`src/pkg/ipsw_defs.svh`:
```
// Offsets, field codes, reset values and timing counts of the
// interrupt priority and standby block.
// Assumes a 40 MHz system clock and an 8-bit register port.
`ifndef IPSW_DEFS_SVH
`define IPSW_DEFS_SVH

// ************************************************************
// Register offsets
// ************************************************************
`define IPSW_A_CTRL   4'h0
`define IPSW_A_FLAG   4'h1
`define IPSW_A_IEL    4'h2
`define IPSW_A_IEH    4'h3
`define IPSW_A_PRL    4'h4
`define IPSW_A_PRH    4'h5
`define IPSW_A_P0M    4'h6
`define IPSW_A_STBY   4'h7

// ************************************************************
// Trigger mode codes and standby command bits
// ************************************************************
`define IPSW_MODE_RISE 2'h0
`define IPSW_MODE_FALL 2'h1
`define IPSW_MODE_HIGH 2'h2
`define IPSW_MODE_LOW  2'h3
`define IPSW_STBY_PAUSE 0
`define IPSW_STBY_OSTOP 1

// ************************************************************
// Reset values and vector layout
// ************************************************************
`define IPSW_RST_BYTE  8'h00
`define IPSW_RST_VEC10 10'h000
`define IPSW_VEC_BASE  8'h03
`define IPSW_NUM_VEC   10

// ************************************************************
// Timing
// ************************************************************
`define IPSW_CLK_NS  25
`define IPSW_FILT_NS 1000
`define IPSW_FILT_CYC ((`IPSW_FILT_NS + `IPSW_CLK_NS - 1) / `IPSW_CLK_NS)

`endif

```
`src/pkg/ipsw_pkg.sv`:
```
// Types shared by the interrupt priority and standby block.
// Assumes the constants header is compiled alongside.
`default_nettype none

package ipsw_pkg;

  // ************************************************************
  // Standby states, one-hot
  // ************************************************************
  typedef enum logic [2:0] {
    ST_RUN   = 3'h1,
    ST_PAUSE = 3'h2,
    ST_OSTOP = 3'h4
  } ipsw_state_t;

  // Priority levels, low to highest
  typedef enum logic [1:0] {
    LV_LOW  = 2'h0,
    LV_HIGH = 2'h1,
    LV_TOP  = 2'h2
  } ipsw_level_t;

  // Request presented to the processor core
  typedef struct packed {
    logic        req;
    ipsw_level_t lvl;
    logic [7:0]  vec;
  } ipsw_irq_t;

endpackage

`default_nettype wire

```
`src/hdl/ipsw_noise_filter.sv`:
```
// Noise rejection filter for the fourth external interrupt pin.
// Assumes the pin is synchronous to the clock and reset is synced.
`default_nettype none
`include "ipsw_defs.svh"

module ipsw_noise_filter (
  input  wire logic clk_in,
  input  wire logic rst_n_in,
  input  wire logic pin_in,
  output var  logic pin_out
);

  localparam logic [5:0] FILT_CYC = 6'(`IPSW_FILT_CYC);

  logic [5:0] cnt_reg;
  logic [5:0] cnt_next;
  logic       out_reg;
  wire        differs = pin_in ^ out_reg;

  // Count consecutive samples that differ from the accepted level
  assign cnt_next = differs ? (cnt_reg + 6'h01) : 6'h00;

  // Short glitches never reach the count and are dropped
  always_ff @(posedge clk_in or negedge rst_n_in) begin
    if (!rst_n_in) begin
      cnt_reg <= 6'h00;
      out_reg <= 1'b0;
    end else if (differs && cnt_next >= FILT_CYC) begin
      cnt_reg <= 6'h00;
      out_reg <= pin_in;
    end else begin
      cnt_reg <= cnt_next;
    end
  end

  assign pin_out = out_reg;

endmodule

`default_nettype wire

```
`src/hdl/ipsw_irq_standby.sv`:
```
// Interrupt priority, external interrupt pins and standby control.
// Assumes pins and core handshakes are synchronous to ref_clk_in.
//
// Overview of operation
// - Three priority levels, low, high, highest, decide among pending requests.
// - A higher level request may interrupt a running lower level handler.
// - Vectors three to ten take low or high priority, never highest.
// - First two external pins take low or highest priority, never high.
// - Pause standby stops execution while oscillators keep running.
// - Pause standby ends on any enabled interrupt request or a system reset.
// - Oscillator-stop standby halts the RC oscillator, VCO and crystal.
// - Oscillator-stop standby ends when the reset pin goes low.
// - Oscillator-stop ends on the selected level at external pin a or b.
// - Oscillator-stop ends on the enabled port 0 interrupt condition.
// - Pins a and b: rise, fall, high, low; vectors 03H and 0BH.
// - Pins c and d: rise, fall, both; vectors 13H, 1BH; feed timer.
// - Pin d passes a noise rejection filter before edge detection.
// - Pin c shares with timer low byte, pin d with base timer.
//
// The implementer's own choices: the plain strobed port and the register offsets.
`default_nettype none
`include "ipsw_defs.svh"

module ipsw_irq_standby (
  input  wire logic              ref_clk_in,
  input  wire logic              reset_n_in,
  input  wire logic [3:0]        reg_addr_in,
  input  wire logic [7:0]        reg_wdata_in,
  input  wire logic              reg_wr_in,
  input  wire logic              reg_rd_in,
  output var  logic [7:0]        reg_rdata_out,
  input  wire logic              port7_bit0_in,
  input  wire logic              port7_bit1_in,
  input  wire logic              port7_bit2_in,
  input  wire logic              port7_bit3_in,
  input  wire logic [7:0]        port0_pins_in,
  input  wire logic              t0l_evt_in,
  input  wire logic              btm_evt_in,
  input  wire logic [5:0]        periph_req_in,
  input  wire logic              core_ack_in,
  input  wire logic              core_reti_in,
  output var  ipsw_pkg::ipsw_irq_t core_irq_out,
  output var  logic              timer_evt_out,
  output var  logic              cpu_run_out,
  output var  logic [2:0]        osc_en_out
);

  // ************************************************************
  // Reset release
  // ************************************************************
  logic [1:0] rst_sync_reg;
  wire        rst_n = rst_sync_reg[1];

  // Release through two flops so every register leaves reset together
  always_ff @(posedge ref_clk_in or negedge reset_n_in) begin
    if (!reset_n_in) begin
      rst_sync_reg <= 2'h0;
    end else begin
      rst_sync_reg <= {rst_sync_reg[0], 1'b1};
    end
  end

  // ************************************************************
  // Registers and decode
  // ************************************************************
  logic [7:0] ctrl_reg;
  logic [6:0] flag_reg;
  logic [6:0] flag_next;
  logic [9:0] ie_reg;
  logic [9:0] pri_reg;
  logic [7:0] p0m_reg;
  logic [7:0] rdata_reg;
  logic [7:0] rdata_next;

  wire wr_ctrl = reg_wr_in && (reg_addr_in == `IPSW_A_CTRL);
  wire wr_flag = reg_wr_in && (reg_addr_in == `IPSW_A_FLAG);
  wire wr_iel  = reg_wr_in && (reg_addr_in == `IPSW_A_IEL);
  wire wr_ieh  = reg_wr_in && (reg_addr_in == `IPSW_A_IEH);
  wire wr_prl  = reg_wr_in && (reg_addr_in == `IPSW_A_PRL);
  wire wr_prh  = reg_wr_in && (reg_addr_in == `IPSW_A_PRH);
  wire wr_p0m  = reg_wr_in && (reg_addr_in == `IPSW_A_P0M);
  wire wr_stby = reg_wr_in && (reg_addr_in == `IPSW_A_STBY);

  // Configuration registers
  always_ff @(posedge ref_clk_in or negedge rst_n) begin
    if (!rst_n) begin
      ctrl_reg <= `IPSW_RST_BYTE;
      ie_reg   <= `IPSW_RST_VEC10;
      pri_reg  <= `IPSW_RST_VEC10;
      p0m_reg  <= `IPSW_RST_BYTE;
    end else begin
      if (wr_ctrl) ctrl_reg <= reg_wdata_in;
      if (wr_iel) ie_reg[7:0] <= reg_wdata_in;
      if (wr_ieh) ie_reg[9:8] <= reg_wdata_in[1:0];
      if (wr_prl) pri_reg[7:0] <= reg_wdata_in;
      if (wr_prh) pri_reg[9:8] <= reg_wdata_in[1:0];
      if (wr_p0m) p0m_reg <= reg_wdata_in;
    end
  end

  // ************************************************************
  // External interrupt pins
  // ************************************************************
  logic       ext_irq_d_filtered;
  logic [3:0] pin_prev_reg;
  logic       arm_reg;
  logic [3:0] ext_hit;
  logic [1:0] wake_ab;

  // Pin d is cleaned before any edge is looked for
  ipsw_noise_filter u_filt (
    .clk_in   (ref_clk_in),
    .rst_n_in (rst_n),
    .pin_in   (port7_bit3_in),
    .pin_out  (ext_irq_d_filtered)
  );

  wire [3:0] pin_now = {ext_irq_d_filtered, port7_bit2_in,
                        port7_bit1_in, port7_bit0_in};

  // Edges are ignored in the first cycle, before a sample is held
  always_ff @(posedge ref_clk_in or negedge rst_n) begin
    if (!rst_n) begin
      pin_prev_reg <= 4'h0;
      arm_reg      <= 1'b0;
    end else begin
      pin_prev_reg <= pin_now;
      arm_reg      <= 1'b1;
    end
  end

  // Trigger decode per pin; pins a and b know levels, c and d both edges
  genvar g;
  for (g = 0; g < 4; g++) begin : g_pin
    wire [1:0] mode = ctrl_reg[2*g+1:2*g];
    wire rise = arm_reg & pin_now[g] & ~pin_prev_reg[g];
    wire fall = arm_reg & ~pin_now[g] & pin_prev_reg[g];
    if (g < 2) begin : g_lvl
      assign ext_hit[g] = ((mode == `IPSW_MODE_RISE) & rise) |
                          ((mode == `IPSW_MODE_FALL) & fall) |
                          ((mode == `IPSW_MODE_HIGH) & pin_now[g]) |
                          ((mode == `IPSW_MODE_LOW) & ~pin_now[g]);
      // Edge modes wake on the level the edge leads to
      assign wake_ab[g] = ie_reg[g] & (pin_now[g] ^ mode[0]);
    end else begin : g_edge
      // Codes two and three both mean either edge; no level mode exists
      assign ext_hit[g] = ((mode == `IPSW_MODE_RISE) & rise) |
                          ((mode == `IPSW_MODE_FALL) & fall) |
                          (mode[1] & (rise | fall));
    end
  end

  // ************************************************************
  // Flags and per-vector requests
  // ************************************************************
  wire port0_cond = |(~port0_pins_in & p0m_reg); // Low on an enabled pin
  wire [6:0] flag_set = {port0_cond, btm_evt_in, t0l_evt_in, ext_hit};
  wire [6:0] flag_clr = wr_flag ? reg_wdata_in[6:0] : 7'h00;

  // Write one to clear; a new event in the same cycle survives the clear
  assign flag_next = flag_set | (flag_reg & ~flag_clr);

  always_ff @(posedge ref_clk_in or negedge rst_n) begin
    if (!rst_n) begin
      flag_reg <= 7'h00;
    end else begin
      flag_reg <= flag_next;
    end
  end

  // Shared vectors: handler tells sources apart by their flags
  wire [9:0] src_req = {periph_req_in[5] | flag_reg[6],
                        periph_req_in[4:0],
                        flag_reg[3] | flag_reg[5],
                        flag_reg[2] | flag_reg[4],
                        flag_reg[1:0]};
  wire [9:0] req_vec = src_req & ie_reg;
  wire       any_req = |req_vec;

  logic [9:0] pend_top;
  logic [9:0] pend_high;
  logic [9:0] pend_low;

  // Level of each vector; the level pattern depends on the vector number
  genvar v;
  for (v = 0; v < `IPSW_NUM_VEC; v++) begin : g_vec
    if (v < 2) begin : g_ab
      assign pend_top[v]  = req_vec[v] & pri_reg[v];
      assign pend_high[v] = 1'b0;
    end else begin : g_rest
      assign pend_top[v]  = 1'b0;
      assign pend_high[v] = req_vec[v] & pri_reg[v];
    end
    assign pend_low[v] = req_vec[v] & ~pri_reg[v];
  end

  // ************************************************************
  // Priority resolution and nesting
  // ************************************************************
  logic [2:0]          isr_reg;
  logic [2:0]          isr_next;
  ipsw_pkg::ipsw_irq_t irq_reg;
  ipsw_pkg::ipsw_irq_t irq_next;

  // Lowest set index of a mask, with a found bit on top
  function automatic logic [4:0] first_set(input logic [9:0] m);
    logic [4:0] r;
    r = 5'h00;
    for (int k = 9; k >= 0; k--) begin
      if (m[k]) r = {1'b1, 4'(k)};
    end
    return r;
  endfunction

  wire [4:0] pick_top  = first_set(pend_top);
  wire [4:0] pick_high = first_set(pend_high);
  wire [4:0] pick_low  = first_set(pend_low);

  // A level may be taken only above every level in service
  wire ok_top  = ~isr_reg[2];
  wire ok_high = ~isr_reg[2] & ~isr_reg[1];
  wire ok_low  = ~|isr_reg;

  // Highest allowed level with a pending request wins
  always_comb begin
    irq_next = '0;
    if (pick_top[4] && ok_top) begin
      irq_next.req = 1'b1;
      irq_next.lvl = ipsw_pkg::LV_TOP;
      irq_next.vec = `IPSW_VEC_BASE + {1'b0, pick_top[3:0], 3'h0};
    end else if (pick_high[4] && ok_high) begin
      irq_next.req = 1'b1;
      irq_next.lvl = ipsw_pkg::LV_HIGH;
      irq_next.vec = `IPSW_VEC_BASE + {1'b0, pick_high[3:0], 3'h0};
    end else if (pick_low[4] && ok_low) begin
      irq_next.req = 1'b1;
      irq_next.lvl = ipsw_pkg::LV_LOW;
      irq_next.vec = `IPSW_VEC_BASE + {1'b0, pick_low[3:0], 3'h0};
    end
  end

  wire       take = core_ack_in & irq_reg.req;
  wire [2:0] take_oh = (irq_reg.lvl == ipsw_pkg::LV_TOP)  ? 3'h4 :
                       (irq_reg.lvl == ipsw_pkg::LV_HIGH) ? 3'h2 : 3'h1;
  wire [2:0] ret_oh  = isr_reg[2] ? 3'h4 : isr_reg[1] ? 3'h2 : 3'h1;

  // Return retires the deepest level, then an accept marks a new one
  always_comb begin
    isr_next = isr_reg;
    if (core_reti_in) isr_next = isr_next & ~ret_oh;
    if (take) isr_next = isr_next | take_oh;
  end

  // An accepted request is withdrawn at once so it cannot be taken twice
  always_ff @(posedge ref_clk_in or negedge rst_n) begin
    if (!rst_n) begin
      isr_reg <= 3'h0;
      irq_reg <= '0;
    end else begin
      isr_reg <= isr_next;
      irq_reg <= take ? '0 : irq_next;
    end
  end

  assign core_irq_out = irq_reg;

  // ************************************************************
  // Standby control
  // ************************************************************
  ipsw_pkg::ipsw_state_t state_reg;
  ipsw_pkg::ipsw_state_t state_next;
  logic                  run_reg;
  logic [2:0]            osc_reg;
  logic                  tev_reg;

  wire p0_wake = port0_cond & ie_reg[9];

  // Reset pin low forces run through the async reset path
  always_comb begin
    state_next = state_reg;
    unique case (state_reg)
      ipsw_pkg::ST_RUN: begin
        if (wr_stby && reg_wdata_in[`IPSW_STBY_OSTOP]) begin
          state_next = ipsw_pkg::ST_OSTOP;
        end else if (wr_stby && reg_wdata_in[`IPSW_STBY_PAUSE]) begin
          state_next = ipsw_pkg::ST_PAUSE;
        end
      end
      ipsw_pkg::ST_PAUSE: begin
        if (any_req) state_next = ipsw_pkg::ST_RUN;
      end
      ipsw_pkg::ST_OSTOP: begin
        if (|wake_ab || p0_wake) state_next = ipsw_pkg::ST_RUN;
      end
      default: state_next = ipsw_pkg::ST_RUN;
    endcase
  end

  // Outputs follow the state they will show, so they stay in step
  always_ff @(posedge ref_clk_in or negedge rst_n) begin
    if (!rst_n) begin
      state_reg <= ipsw_pkg::ST_RUN;
      run_reg   <= 1'b1;
      osc_reg   <= 3'h7;
      tev_reg   <= 1'b0;
    end else begin
      state_reg <= state_next;
      run_reg   <= (state_next == ipsw_pkg::ST_RUN);
      osc_reg   <= (state_next == ipsw_pkg::ST_OSTOP) ? 3'h0 : 3'h7;
      tev_reg   <= ext_hit[2] | ext_hit[3];
    end
  end

  assign cpu_run_out   = run_reg;
  assign osc_en_out    = osc_reg;
  assign timer_evt_out = tev_reg;

  // ************************************************************
  // Read back
  // ************************************************************
  // Unmapped addresses read as zero; reads have no side effects
  always_comb begin
    unique case (reg_addr_in)
      `IPSW_A_CTRL: rdata_next = ctrl_reg;
      `IPSW_A_FLAG: rdata_next = {1'b0, flag_reg};
      `IPSW_A_IEL:  rdata_next = ie_reg[7:0];
      `IPSW_A_IEH:  rdata_next = {6'h00, ie_reg[9:8]};
      `IPSW_A_PRL:  rdata_next = pri_reg[7:0];
      `IPSW_A_PRH:  rdata_next = {6'h00, pri_reg[9:8]};
      `IPSW_A_P0M:  rdata_next = p0m_reg;
      `IPSW_A_STBY: rdata_next = {2'h0, state_reg, isr_reg};
      default:      rdata_next = 8'h00;
    endcase
  end

  always_ff @(posedge ref_clk_in or negedge rst_n) begin
    if (!rst_n) begin
      rdata_reg <= 8'h00;
    end else begin
      rdata_reg <= reg_rd_in ? rdata_next : 8'h00;
    end
  end

  assign reg_rdata_out = rdata_reg;
endmodule

`default_nettype wire

```
`config.mk`:
```
export PLATFORM = sky130hd
export DESIGN_NAME = ipsw_irq_standby
export DESIGN_NICKNAME = d
export VERILOG_FILES = /design/src/pkg/ipsw_pkg.sv /design/src/hdl/ipsw_noise_filter.sv /design/src/hdl/ipsw_irq_standby.sv
export VERILOG_INCLUDE_DIRS = /design/src /design/src/pkg
export SDC_FILE = /design/constraint.sdc
export NUM_CORES = 1
export LEC_CHECK = 0
export BUFFER_PORTS_ARGS = -buffer_cell sky130_fd_sc_hd__buf_2
export CORE_MARGIN = 1
export CORE_UTILIZATION = 60
export CTS_CLUSTER_SIZE = 40
export DETAILED_ROUTE_END_ITERATION = 10
export GPL_ROUTABILITY_DRIVEN = 0
export PLACE_DENSITY = 0.82
export SLEW_MARGIN = 5
export SYNTH_ARGS = -nofsm -noshare
export SYNTH_HDL_FRONTEND = slang
export SYNTH_HIERARCHICAL = 1
export SYNTH_SLANG_ARGS = --single-unit
```
`constraint.sdc`:
```
create_clock -name ref_clk_in -period 5.63 [get_ports ref_clk_in]
set_input_delay 0.563 -clock ref_clk_in [delete_from_list [all_inputs] [get_ports ref_clk_in]]
set_output_delay 0.563 -clock ref_clk_in [all_outputs]
set_load 0.05 [all_outputs]
```
Word level (Yosys, flattened, before mapping)
Index checks and enable logic that the tools add are counted.
{ "op_classes": {"add_sub_neg": 4, "n_lt_le_gt_ge": 1, "n_eq_ne": 22, "n_mux": 41, "bitwise": 103, "reduce_logical": 25} }
{ "op_table": {"columns": ["operator", "count"], "rows": [
  ["$mux W5", 20],
  ["$pmux W8 S8", 1],
  ["$and A1 B1 Y1", 55],
  ["$mux W11", 4],
  ["$mux W3", 9],
  ["$add A2 B7 Y8 const A", 3],
  ["$not A1 Y1", 20],
  ["$eq A4 B3 Y1 const B", 4],
  ["$or A1 B1 Y1", 16],
  ["$logic_and A1 B1 Y1", 14],
  ["$mux W6", 2],
  ["$and A10 B10 Y10", 1],
  ["$eq A2 B1 Y1 const B", 5],
  ["$eq A2 B2 Y1 const B", 5],
  ["$reduce_or A10 Y1", 1],
  ["$pmux W3 S3", 1],
  ["$and A8 B8 Y8", 1],
  ["$eq A4 B2 Y1 const B", 2],
  ["$logic_not A2 Y1", 4],
  ["$mux W8", 1],
  ["$not A8 Y8", 1],
  ["$reduce_or A8 Y1", 1],
  ["$and A7 B7 Y7", 1],
  ["$mux W7", 1],
  ["18 further kinds", 23]
]} }
{ "word_totals": {"ff_bits": 87, "input_bits": 38, "output_inout_bits": 24, "wordCells": 217} }

Depth between registers and ports, before layout
{ "logic_depth": {"ltp_word": 18, "depth_mapped": 7, "ltp_nobuf": 5} }

Hierarchy
Netlist, hierarchy kept.
{ "modules_own_cells": {"columns": ["mod", "instances", "cells_per_inst", "area_each_um2", "seq_area_each_um2"], "rows": [
  ["ipsw_irq_standby", 1, 376, 3791.1, 1855.5],
  ["ipsw_noise_filter", 1, 29, 357.8, 175.2]
]} }

Worst setup path before layout
No wires, ideal clock.
{ "synth_timing": {"kind": "flip-flop to flip-flop", "startpoint": "register u_filt.cnt_reg[0]", "endpoint": "register u_filt.out_reg (netlist: u_filt/pin_out)", "setup_time_ps": 125, "arrival_time_ps": 1597, "required_ps": 5505, "slack_ps": 3908, "stages_incl_launch_ff": 6, "path_buffers": 0, "path_cell_list": "dfrtp_1 > ha_1 > and4_1 > nor4_2 > o22a_2 > mux2_4"} }
{ "synth_between": {"elab_chain_len": 4} }
{ "synth_lines": {"columns": ["element", "line_no", "text"], "rows": [
  ["from (decl)", "ipsw_noise_filter.sv:15", "logic [5:0] cnt_reg;"],
  ["from (signal assigned)", "ipsw_noise_filter.sv:32", "cnt_reg <= cnt_next;"],
  ["$add A6 B1 Y6", "ipsw_noise_filter.sv:21", "assign cnt_next = differs ? (cnt_reg + 6'h01) : 6'h00;"],
  ["$mux W6", "ipsw_noise_filter.sv:21", null],
  ["$ge A6 B6 Y1", "ipsw_noise_filter.sv:28", "end else if (differs && cnt_next >= FILT_CYC) begin"],
  ["$logic_and A1 B1 Y1", "ipsw_noise_filter.sv:28", null],
  ["to (signal assigned)", "ipsw_noise_filter.sv:30", "out_reg <= pin_in;"],
  ["to (decl)", "ipsw_noise_filter.sv:17", "logic out_reg;"]
]} }
No other way between the ends.
A chain may end at the register's enable or synchronous reset.

Worst setup path in the final report
Ends and elaborated chain as after synthesis.

==> impl_metrics.toml <==
[status]
status = "finished clean"

[sta]
relSlewSlack_pct = 34.26
finalHoldViolCount = 0
finalCritPeriodShare_pct = 33.09
tns_ps = 0
period_needed_ps = 1863
fmax_ghz = 0.5368
tightest_slew_ps = 986.1
setup_violations = 0
slew_viol_final = 0
clock_skew_ps = 11.43
fin_hold_ws_ps = 326.0
grt_setup_unrepaired = "no"

[power]
switchingPower_w = 0.0006770
p_int_w = 0.001156
comb_power_share_pct = 28.7
pwr-share-clk_pct = 26.3
power.density_nw_per_um2 = 391.7
seqPwrFrac_pct = 45.0
peakVddDrop_uv = 280.3
finalPower_w = 0.001833
leakagePower_nw = 2.125
swShare_pct = 36.94

[final_layout]
mostFrequentLayoutCells = "dfrtp_1 (77), buf_2 (59), nand2_1 (44)"
final_area_um2 = 4679
antennaDiodeCount = 0
syn2layout_area_growth_pct = 12.79
fin_nets = 500
fillCellCount = 496
drive_above_1_share_pct = 26.72
final_common_cell = "dfrtp_1"

[yosys]
synthTopCellsByArea = "dfrtp_1 (47%), mux2_2 (7.9%), nand2_1 (4.0%)"
yosysTopAreaCellShare_pct = 47.04
syn_avg_cell_area_um2 = 10.24
synth-warning-count = 6
synth_edf_count = 0
synth_top_area_cell = "dfrtp_1"
async_reset_ff_share_pct = 100.0
ys.flop_type = "dfrtp_1"
seq_area_frac_synth_pct = 48.94
syn-instance-count = 405
synth.cell_area_um2 = 4149
synth-seq-cells = 81
yosysUniqueCellTypes = 64

[routing]
finalWirelength_um = 10070
postRouteAntennaNets = 0
drtPass1Iterations = 8
via_per_inst = 6.440
post_drt_wl_per_cell_um = 18.62
routed-via-count = 3484
drcViolationCount = 0
drt-initial-drc-count = 463

[grt]
grt_pass1_wl_um = 16510
met3_usage_pct = 7.004
grt-busiest-layer = "met2"
antenna_found_initial = 0
met1_usage_pct = 40.55
grt_max_degree = 80
grt_remaining_overflow = 0
gr-usage-met2_pct = 46.33
grtUsageTotal_pct = 30.07
grt_pass1_vias = 3315

[critical_path]
path_class = "reg -> reg"
crit_fanout = 4
crit_arrival_ps = 2120
crit_path_end_kind = "flop"
cp_data_required_time_ps = 5890
crit_path_start_kind = "flop"

[run]
maxCapViolCount = 0

[cts]
cts_setup_buffers = 0
clk_latency_ps = 360
cts_tree = "done"
cts_sinks = 81
clkTransAtPathRegs_ps = 90
numCtsBuffers = 9
cts.htree.levels = 3
cts-root-buf = "clkbuf_8"
ctsLongestPathBuffers = 2

[place]
hpwl_um = 7403
port-buffer-count = 59
place_area_um2 = 4443

[floorplan]
die_h_um = 85.16
io_pins = 62
fp-row-count = 29
die_width_um = 85.16
initial_utilization_pct = 63.88
core-area_um2 = 6495
dieArea_um2 = 7251

[min_path]
hold_class = "in -> reg"
-- metrics by stage --
| step | std cells | setup WS, ps | util (%) |
|---|---|---|---|
| CTS | 541 | 3772 | 72.05 |
| global route | 541 | 3649 | 72.05 |
| finish | 541 | 3767 | 72.05 |
| detailed placement | 524 | 3473 | 68.41 |
| global placement | 524 | 3500 | 68.41 |
| floorplan | 407 | 3212 | - |
-- logic make-up (layout without fill, tap and decap cells) --
kind of cell	count (synthesis)	in the layout	share of synthesized area, %
compound gates	103	103	16.80
xor+xnor	8	8	1.870
fa+ha+maj	3	3	0.9048
buf+inv	34	91	3.981
flops	81	81	48.94
mux	33	33	9.258
other cells	2	4	0.1810
simple gates	141	141	18.06
-- worst paths after layout --
check | start | endpoint | slack (ps) | depth (start not counted)
max in group asynchronous | rst_sync_reg[1]$_DFF_PN0_ | ctrl_reg[4]$_DFFE_PN0P_ | 4490 | 0
setup / recovery | u_filt/cnt_reg[0]$_DFF_PN0_ | u_filt/pin_out$_DFFE_PN0P_ | 3770 | 5
hold / removal | port7_bit2_in | pin_prev_reg[2]$_DFF_PN0_ | 330 | 1
setup reg to reg | u_filt/cnt_reg[0]$_DFF_PN0_ | u_filt/pin_out$_DFFE_PN0P_ | 3770 | 5
hold reg to reg | rst_sync_reg[0]$_DFF_PN0_ | rst_sync_reg[1]$_DFF_PN0_ | 360 | 0
min in group asynchronous | rst_sync_reg[1]$_DFF_PN0_ | pin_prev_reg[1]$_DFF_PN0_ | 470 | 0
-- cell type report --
type | instances | area [um^2] | area share (%)
repair buffers | 60 | 305.3 | 6.524
well taps | 77 | 96.34 | 2.059
clock inverters | 5 | 85.08 | 1.818
inverters | 15 | 56.30 | 1.203
multi-input cells | 292 | 1961 | 41.90
flip-flops and latches | 81 | 2034 | 43.48
clock buffers | 11 | 141.4 | 3.021
-- critical path: stages (launching register included) --
cell     delay [ps]
dfrtp_1         410
ha_1            250
and4_1          220
nor4_2          330
o22a_2          250
mux2_4          300
-- synthesized netlist by cell type, drive strengths merged, types with 5 or more instances --
cell type	count
nor3	8
o211ai	7
and3	5
mux2	30
nor4	7
inv	15
dfrtp	78
o21ai	21
nand3	16
nor2	28
buf	16
xor2	5
nor2b	6
a21o	5
a21oi	18
o22ai	10
a22oi	7
nor3b	5
nand2	44
-- per-layer routing --
layer	part of all wire, %	routed length, um	vias to the layer above
met5	0	0	-
met4	3.2	319	0
met3	8.1	817	32
met2	46	4650	196
met1	43	4287	1676
li1	-	-	1580
-- what timing repair did --
| item | CTS | global route |
|---|---|---|
| gates resized for setup | 0 | 0 |
| endpoints found under the hold margin | 2 | 0 |
| hold buffers | 1 | 0 |
-- power by group through the flow --
stage	Sequential (W)	Combinational [W]	Clock (W)
after global placement	0.000826	0.000505	0
after global routing	0.000837	0.000571	0.000509
final	0.000824	0.000526	0.000483
after detailed placement	0.000830	0.000519	0
after CTS	0.000819	0.000522	0.000486
after floorplan	0.000874	0.000330	0
Power figures use the tool's default switching activity.
